File: src/verilog/buf_ctrl_regs.svh
// Behaviour
// scratch word, reset zero, read 28 write A8
// key F6H clears registers, buffer RAM kept
// restart register write-only at code A9
// one iso size for both areas, 2A/AA
// software keeps ack plus twice iso within 4096
// ack area size register, 2B/AB, reset zero
// status read-only at 2C, bits 15:6 zero
// bit 5 set when ack area consumed
// bits 4,3 set when iso areas consumed
// bits 2,1,0 show ack/iso areas full
// flags update on pointer reaching byte count
// non-key restart writes change nothing
// writes to status word are ignored
`ifndef BUF_CTRL_REGS_SVH
`define BUF_CTRL_REGS_SVH

`define RD_SCRATCH 8'h28
`define WR_SCRATCH 8'hA8
`define WR_RESTART 8'hA9
`define RD_ISO_SIZE 8'h2A
`define WR_ISO_SIZE 8'hAA
`define RD_ACK_SIZE 8'h2B
`define WR_ACK_SIZE 8'hAB
`define RD_FILL_STATE 8'h2C
`define WR_FILL_STATE 8'hAC
`define RESTART_KEY 16'h00F6
`define REG_RESET 16'h0000
`define STATUS_RESET 6'h00
`define STATUS_DONE_LSB 3
`define STATUS_FULL_LSB 0
`define BUF_RAM_BYTES 16'h1000
`define PTR_STEP 16'h0002

`endif

File: src/verilog/buf_ctrl_pkg.sv
`default_nettype none
package buf_ctrl_pkg;

  // area index matches bit order within the full and done groups
  typedef enum logic [1:0] {
    first_iso_area,
    second_iso_area,
    acknowledged_list_area
  } area_t;

  typedef enum logic {
    trk_idle,
    trk_run
  } trk_state_t;

  function automatic logic [2:0] area_onehot(input area_t a);
    logic [2:0] m;
    m = 3'h0;
    case (a)
      first_iso_area: m = 3'h1;
      second_iso_area: m = 3'h2;
      acknowledged_list_area: m = 3'h4;
      default: m = 3'h0;
    endcase
    return m;
  endfunction : area_onehot

endpackage : buf_ctrl_pkg
`default_nettype wire

File: src/verilog/buf_xfer_tracker.sv
`include "buf_ctrl_regs.svh"
`default_nettype none
module buf_xfer_tracker (
  input wire logic ref_clk,
  input wire logic nrst,
  input wire logic soft_clr,
  input wire logic xfer_start,
  input wire logic [15:0] xfer_count,
  input wire buf_ctrl_pkg::area_t xfer_area,
  input wire logic xfer_write,
  input wire logic word_strobe,
  output logic eot_q,
  output buf_ctrl_pkg::area_t eot_area_q,
  output logic eot_write_q
);
  import buf_ctrl_pkg::*;

  trk_state_t state_q;
  logic [15:0] ptr_q;
  logic [15:0] count_q;
  logic [16:0] ptr_next;
  logic reached;

  assign ptr_next = {1'b0, ptr_q} + {1'b0, `PTR_STEP};
  assign reached = ptr_next >= {1'b0, count_q};

  //////////////////////////////////////////////////////////////////////////
  always_ff @(posedge ref_clk or negedge nrst) begin
    if (!nrst) begin
      state_q <= trk_idle;
      ptr_q <= 16'h0000;
      count_q <= 16'h0000;
      eot_area_q <= first_iso_area;
      eot_write_q <= 1'b0;
    end else if (soft_clr) begin
      state_q <= trk_idle;
      ptr_q <= 16'h0000;
      count_q <= 16'h0000;
    end else begin
      case (state_q)
        trk_idle: begin
          if (xfer_start) begin
            state_q <= trk_run;
            ptr_q <= 16'h0000;
            count_q <= xfer_count;
            eot_area_q <= xfer_area;
            eot_write_q <= xfer_write;
          end
        end
        trk_run: begin
          // pointer steps two bytes per data word
          if (word_strobe) begin
            ptr_q <= ptr_next[15:0];
            if (reached) begin
              state_q <= trk_idle;
            end
          end
        end
        default: state_q <= trk_idle;
      endcase
    end
  end

  always_ff @(posedge ref_clk or negedge nrst) begin
    if (!nrst) begin
      eot_q <= 1'b0;
    end else begin
      eot_q <= !soft_clr && state_q == trk_run && word_strobe
        && reached;
    end
  end
endmodule : buf_xfer_tracker
`default_nettype wire

File: src/verilog/buf_ctrl_regs.sv
`include "buf_ctrl_regs.svh"
`default_nettype none
module buf_ctrl_regs (
  input wire logic ref_clk,
  input wire logic nrst,
  input wire logic cmd_valid,
  input wire logic [7:0] cmd_code,
  input wire logic [15:0] cmd_wdata,
  input wire logic xfer_start,
  input wire logic [15:0] xfer_count,
  input wire buf_ctrl_pkg::area_t xfer_area,
  input wire logic xfer_write,
  input wire logic word_strobe,
  input wire logic [2:0] host_consumed,
  output logic [15:0] rd_data,
  output logic rd_valid,
  output logic [15:0] iso_size_q,
  output logic [15:0] ack_size_q,
  output logic restart_q
);
  import buf_ctrl_pkg::*;

  logic [15:0] scratch_q;
  logic [2:0] full_q;
  logic [2:0] done_q;
  logic [5:0] status;
  logic soft_clr;
  logic transfer_finished_event;
  area_t eot_area;
  logic eot_write;
  logic [2:0] eot_fill;
  logic [2:0] eot_back;

  function automatic logic is_wr(input logic v, input logic [7:0] c,
                                 input logic [7:0] code);
    return v && c == code;
  endfunction : is_wr

  // only the full key restarts; anything else is dropped
  assign soft_clr = is_wr(cmd_valid, cmd_code, `WR_RESTART)
    && cmd_wdata == `RESTART_KEY;
  assign status = {done_q, full_q};

  //////////////////////////////////////////////////////////////////////////
  buf_xfer_tracker u_tracker (
    .ref_clk(ref_clk),
    .nrst(nrst),
    .soft_clr(soft_clr),
    .xfer_start(xfer_start),
    .xfer_count(xfer_count),
    .xfer_area(xfer_area),
    .xfer_write(xfer_write),
    .word_strobe(word_strobe),
    .eot_q(transfer_finished_event),
    .eot_area_q(eot_area),
    .eot_write_q(eot_write)
  );

  assign eot_fill = (transfer_finished_event && eot_write) ? area_onehot(eot_area) : 3'h0;
  assign eot_back = (transfer_finished_event && !eot_write) ? area_onehot(eot_area) : 3'h0;

  //////////////////////////////////////////////////////////////////////////
  always_ff @(posedge ref_clk or negedge nrst) begin
    if (!nrst) begin
      scratch_q <= `REG_RESET;
    end else if (soft_clr) begin
      scratch_q <= `REG_RESET;
    end else if (is_wr(cmd_valid, cmd_code, `WR_SCRATCH)) begin
      scratch_q <= cmd_wdata;
    end
  end

  // no range check: keeping the map within the RAM is up to software
  always_ff @(posedge ref_clk or negedge nrst) begin
    if (!nrst) begin
      iso_size_q <= `REG_RESET;
      ack_size_q <= `REG_RESET;
    end else if (soft_clr) begin
      iso_size_q <= `REG_RESET;
      ack_size_q <= `REG_RESET;
    end else begin
      if (is_wr(cmd_valid, cmd_code, `WR_ISO_SIZE)) begin
        iso_size_q <= cmd_wdata;
      end
      if (is_wr(cmd_valid, cmd_code, `WR_ACK_SIZE)) begin
        ack_size_q <= cmd_wdata;
      end
    end
  end

  // set terms are or-ed last so an event beats a clear in the same cycle;
  // of the command codes only the restart key write reaches these flops
  always_ff @(posedge ref_clk or negedge nrst) begin
    if (!nrst) begin
      full_q <= 3'h0;
      done_q <= 3'h0;
    end else if (soft_clr) begin
      full_q <= 3'h0;
      done_q <= 3'h0;
    end else begin
      full_q <= (full_q & ~host_consumed) | eot_fill;
      done_q <= (done_q & ~eot_fill & ~eot_back)
        | host_consumed;
    end
  end

  always_ff @(posedge ref_clk or negedge nrst) begin
    if (!nrst) begin
      restart_q <= 1'b0;
    end else begin
      restart_q <= soft_clr;
    end
  end

  //////////////////////////////////////////////////////////////////////////
  always_ff @(posedge ref_clk or negedge nrst) begin
    if (!nrst) begin
      rd_data <= 16'h0000;
      rd_valid <= 1'b0;
    end else begin
      rd_valid <= cmd_valid && !cmd_code[7];
      if (cmd_valid && !cmd_code[7]) begin
        case (cmd_code)
          `RD_SCRATCH: rd_data <= scratch_q;
          `RD_ISO_SIZE: rd_data <= iso_size_q;
          `RD_ACK_SIZE: rd_data <= ack_size_q;
          `RD_FILL_STATE: rd_data <= {10'h000, status};
          default: rd_data <= 16'h0000;
        endcase
      end
    end
  end
endmodule : buf_ctrl_regs
`default_nettype wire

File: config.mk
export PLATFORM = sky130hd
export DESIGN_NAME = buf_ctrl_regs
export DESIGN_NICKNAME = d
export VERILOG_FILES = /design/src/verilog/buf_ctrl_pkg.sv /design/src/verilog/buf_xfer_tracker.sv /design/src/verilog/buf_ctrl_regs.sv
export VERILOG_INCLUDE_DIRS = /design/src /design/src/verilog
export SDC_FILE = /design/constraint.sdc
export NUM_CORES = 1
export LEC_CHECK = 0
export BUFFER_PORTS_ARGS = -buffer_cell sky130_fd_sc_hd__buf_2
export CAP_MARGIN = 10
export CORE_MARGIN = 10
export CORE_UTILIZATION = 50
export CTS_CLUSTER_SIZE = 24
export DETAILED_ROUTE_END_ITERATION = 16
export GPL_TIMING_DRIVEN = 0
export PLACE_DENSITY = 0.77
export SYNTH_ARGS = -nofsm -noshare
export SYNTH_HDL_FRONTEND = slang
export SYNTH_HIERARCHICAL = 1
export SYNTH_SLANG_ARGS = --single-unit
export TNS_END_PERCENT = 10
File: constraint.sdc
create_clock -name ref_clk -period 3.4 [get_ports ref_clk]
set_input_delay 1.02 -clock ref_clk [delete_from_list [all_inputs] [get_ports ref_clk]]
set_output_delay 1.02 -clock ref_clk [all_outputs]
set_load 0.005 [all_outputs]
==> flow_summary.json <==
{
  "combPwrFrac": 0.208,
  "final_layout_size_suffix_gt1_frac": 0.238,
  "ant_nets": 0,
  "gp_congestion": 0.896,
  "wirelength_um": 14400,
  "finalInstanceArea_sq_um": 6290,
  "initial_core_util": 0.516,
  "hold_violations": 0,
  "clkTransAtPathRegs_ps": 100,
  "vias": 4570,
  "routed_via_density": 5.68,
  "area_growth_pct": 17.1,
  "worst_slack_ps": 265,
  "netlist_instances": 551,
  "internal_power_uw": 2120,
  "dpl_cell_area_sq_um": 6070,
  "regToRegEndpoint": "u_tracker/eot_q$_DFF_PN0_",
  "peakVddDrop_v": 0.000360,
  "hold_path_class": "flip-flop to flip-flop",
  "numCtsBuffers": 9,
  "h-tree-depth": 3,
  "post_cts_resized": 0,
  "fin_nets": 731,
  "hp-start": "rd_data[10]$_DFFE_PN0P_",
  "p_sw_frac": 0.305,
  "grt_max_degree": 57,
  "synth_flop_cell": "dfrtp_1",
  "io_pins": 101,
  "drc": 0,
  "wl_per_cell_um": 17.9,
  "antenna_found_initial": 0,
  "fin_util": 0.604,
  "maxSlewHeadroom": 0.272,
  "io_buffers": 99,
  "setup_viol": 0,
  "p_switching_uw": 930,
  "rsz0062_at_grt": "false",
  "ys_seq_elements": 108,
  "min_to": "rd_data[10]$_DFFE_PN0P_",
  "required_ps": 3660,
  "seqPwrFrac": 0.522,
  "clkSinkCount": 108,
  "maxCapViolCount": 0,
  "die_w_um": 124,
  "crit_type": "primary input to flip-flop",
  "syn_nets": 618,
  "antenna_cells": 0,
  "track_usage": 0.189,
  "syn_avg_cell_area_sq_um": 9.76,
  "synth_warnings": 6,
  "first_global_vias": 4610,
  "die_area_sq_um": 15300,
  "root_buffer": "clkbuf_8",
  "synth-edff-count": 0,
  "rrSetupSlack_ps": 310,
  "min_period_ps": 3140,
  "worst_pin_slew_ps": 1080,
  "cts_tree": "yes",
  "core_area_sq_um": 10400,
  "skew_ps": 13.2,
  "min_path_cells": 2,
  "clock_path_buffers": 2,
  "p_total_uw": 3050,
  "holdWs_ps": 484,
  "seq_area_frac_synth": 0.503,
  "syn_area_sq_um": 5380,
  "powerDensity_nw_per_um2": 484,
  "p_clk_frac": 0.270,
  "min_period_over_period": 0.922,
  "fp-row-count": 37,
  "end_kind": "flip-flop",
  "p_leak_uw": 0.00308,
  "clk_latency_ps": 380,
  "slew_viol_final": 0,
  "dieHeight_um": 124,
  "reg2reg_from": "u_tracker/ptr_q[1]$_DFFE_PN0P_",
  "preCtsSetupSlack_ps": -365,
  "fillers": 904,
  "start_kind": "primary input",
  "synth_cell_types": 52,
  "synth-async-reset-ratio": 1.00,
  "overflow": 0,
  "drt_iter0_markers": 433,
  "reg2reg_depth": 11,
  "cp_max_fo": 13,
  "cp.arrival_ps": 3390,
  "firstDrtPassIters": 5,
  "grt_pass1_wl_um": 23100,
  "hpwl_um": 11000,
  "fmax_ghz": 0.319,
  "status": "finished clean"
}
## per-stage QoR
step           std cells  setup TNS [ps]
2_1_floorplan        551               0
3_3_place_gp         786           -1490
3_5_place_dp         787           -2060
4_1_cts              803               0
5_1_grt              805               0
6_report             805               0
## what timing repair did
action | 4_1_cts | 5_1_grt
endpoints found under the setup margin | 0 | 4
buffers inserted | 0 | 2
hold buffers | 0 | 0
## routing by layer
| metal | part of all wire | track usage |
|---|---|---|
| met5 | 0 | 0 |
| met4 | 0.020 | 0.0662 |
| met3 | 0.084 | 0.0443 |
| met2 | 0.49 | 0.324 |
| met1 | 0.40 | 0.230 |
## cell type report
cell class,instances,area (sq um),share of cell area
Buffer,30,180,0.0286
Clock buffer,10,138,0.0219
Clock inverter,6,71.3,0.0113
Inverter,22,82.6,0.0131
Multi-Input combinational cell,391,2410,0.383
Sequential cell,108,2700,0.429
Tap cell,136,170,0.0270
Timing Repair Buffer,102,541,0.0859
## cell usage after synthesis (3+ instances only)
cell type | instances | share of area
nand3b_1 | 3 | 0.0042
o31ai_1 | 5 | 0.0070
mux2i_1 | 17 | 0.032
a21oi_1 | 33 | 0.031
ha_1 | 16 | 0.037
nand3_1 | 12 | 0.011
clkbuf_1 | 9 | 0.0063
xnor2_1 | 10 | 0.016
nand4_1 | 6 | 0.0070
and3_1 | 3 | 0.0035
nand2_1 | 112 | 0.078
xor2_1 | 3 | 0.0049
a21o_1 | 3 | 0.0042
a22o_1 | 22 | 0.036
nand4b_1 | 3 | 0.0049
nor2_1 | 31 | 0.022
a222oi_1 | 6 | 0.011
inv_1 | 22 | 0.015
mux2_2 | 9 | 0.019
buf_2 | 10 | 0.0093
a31oi_1 | 4 | 0.0047
buf_6 | 5 | 0.010
o21ai_0 | 53 | 0.049
o21ai_1 | 7 | 0.0065
dfrtp_1 | 108 | 0.50
nand2b_1 | 5 | 0.0058
buf_4 | 4 | 0.0056
## worst max path at each step
stage,to,depth (start not counted),slack (ps),startpoint
final,u_tracker/ptr_q[7]$_DFFE_PN0P_,11,260,cmd_code[4]
after global routing,u_tracker/ptr_q[7]$_DFFE_PN0P_,11,60,cmd_code[4]
after CTS,u_tracker/ptr_q[7]$_DFFE_PN0P_,11,50,cmd_code[4]
after detailed placement,u_tracker/ptr_q[7]$_DFFE_PN0P_,11,-370,cmd_code[4]
after global placement,u_tracker/ptr_q[15]$_DFFE_PN0P_,11,-280,cmd_wdata[10]
after floorplan,u_tracker/ptr_q[15]$_DFFE_PN0P_,11,310,cmd_code[1]
## cells in the final DEF, fill, tap and decap left out, types with 6 or more instances in the layout
cell / Yosys / final
nand4_1: 6 / 6
xnor2_1: 10 / 10
o21ai_0: 53 / 53
nand2_1: 112 / 112
a21oi_1: 33 / 33
a222oi_1: 6 / 6
mux2_2: 9 / 9
dfrtp_1: 108 / 108
ha_1: 16 / 16
nand3_1: 12 / 12
mux2i_1: 17 / 17
buf_4: 4 / 7
o21ai_1: 7 / 7
clkbuf_1: 9 / 9
inv_1: 22 / 22
clkbuf_8: 0 / 10
nor2_1: 31 / 31
a22o_1: 22 / 22
buf_2: 10 / 108
## sequential cells by signal (all words and copies together), names as in the netlist
signal	flops
restart_q	1
u_tracker/eot_write_q	1
full_q	3
u_tracker/count_q	16
rd_valid	1
u_tracker/ptr_q	15
scratch_q	16
iso_size_q	16
rd_data	16
u_tracker/eot_area_q	2
u_tracker/eot_q	1
u_tracker/state_q	1
ack_size_q	16
done_q	3
## kinds of logic after synthesis
family	count (synthesis)	synth area share
flip-flops	108	0.503
multiplexers	26	0.0505
buffers and inverters	52	0.0489
adder cells (fa/ha/maj)	16	0.0372
AND/OR/NAND/NOR	197	0.179
AO/OA/AOI/OAI	139	0.160
XOR/XNOR	13	0.0212
## power by group through the flow
| stage | logic [uW] | registers [uW] | clock network, uW |
|---|---|---|---|
| 2_1_floorplan | 422 | 1570 | 0 |
| 3_3_place_gp | 591 | 1600 | 0 |
| 3_5_place_dp | 635 | 1610 | 0 |
| 4_1_cts | 639 | 1590 | 834 |
| 5_1_grt | 706 | 1610 | 885 |
| 6_report | 633 | 1590 | 824 |
## critical path, stage by stage
cell	delay [ps]
buf_2	110
nor3b_4	350
nand4_1	210
nor4_4	390
buf_6	220
nand2b_1	180
or2_2	170
clkbuf_1	380
a21oi_1	80
o21ai_0	180
o31ai_1	90
Note: power is estimated with default switching activity, not from simulation.
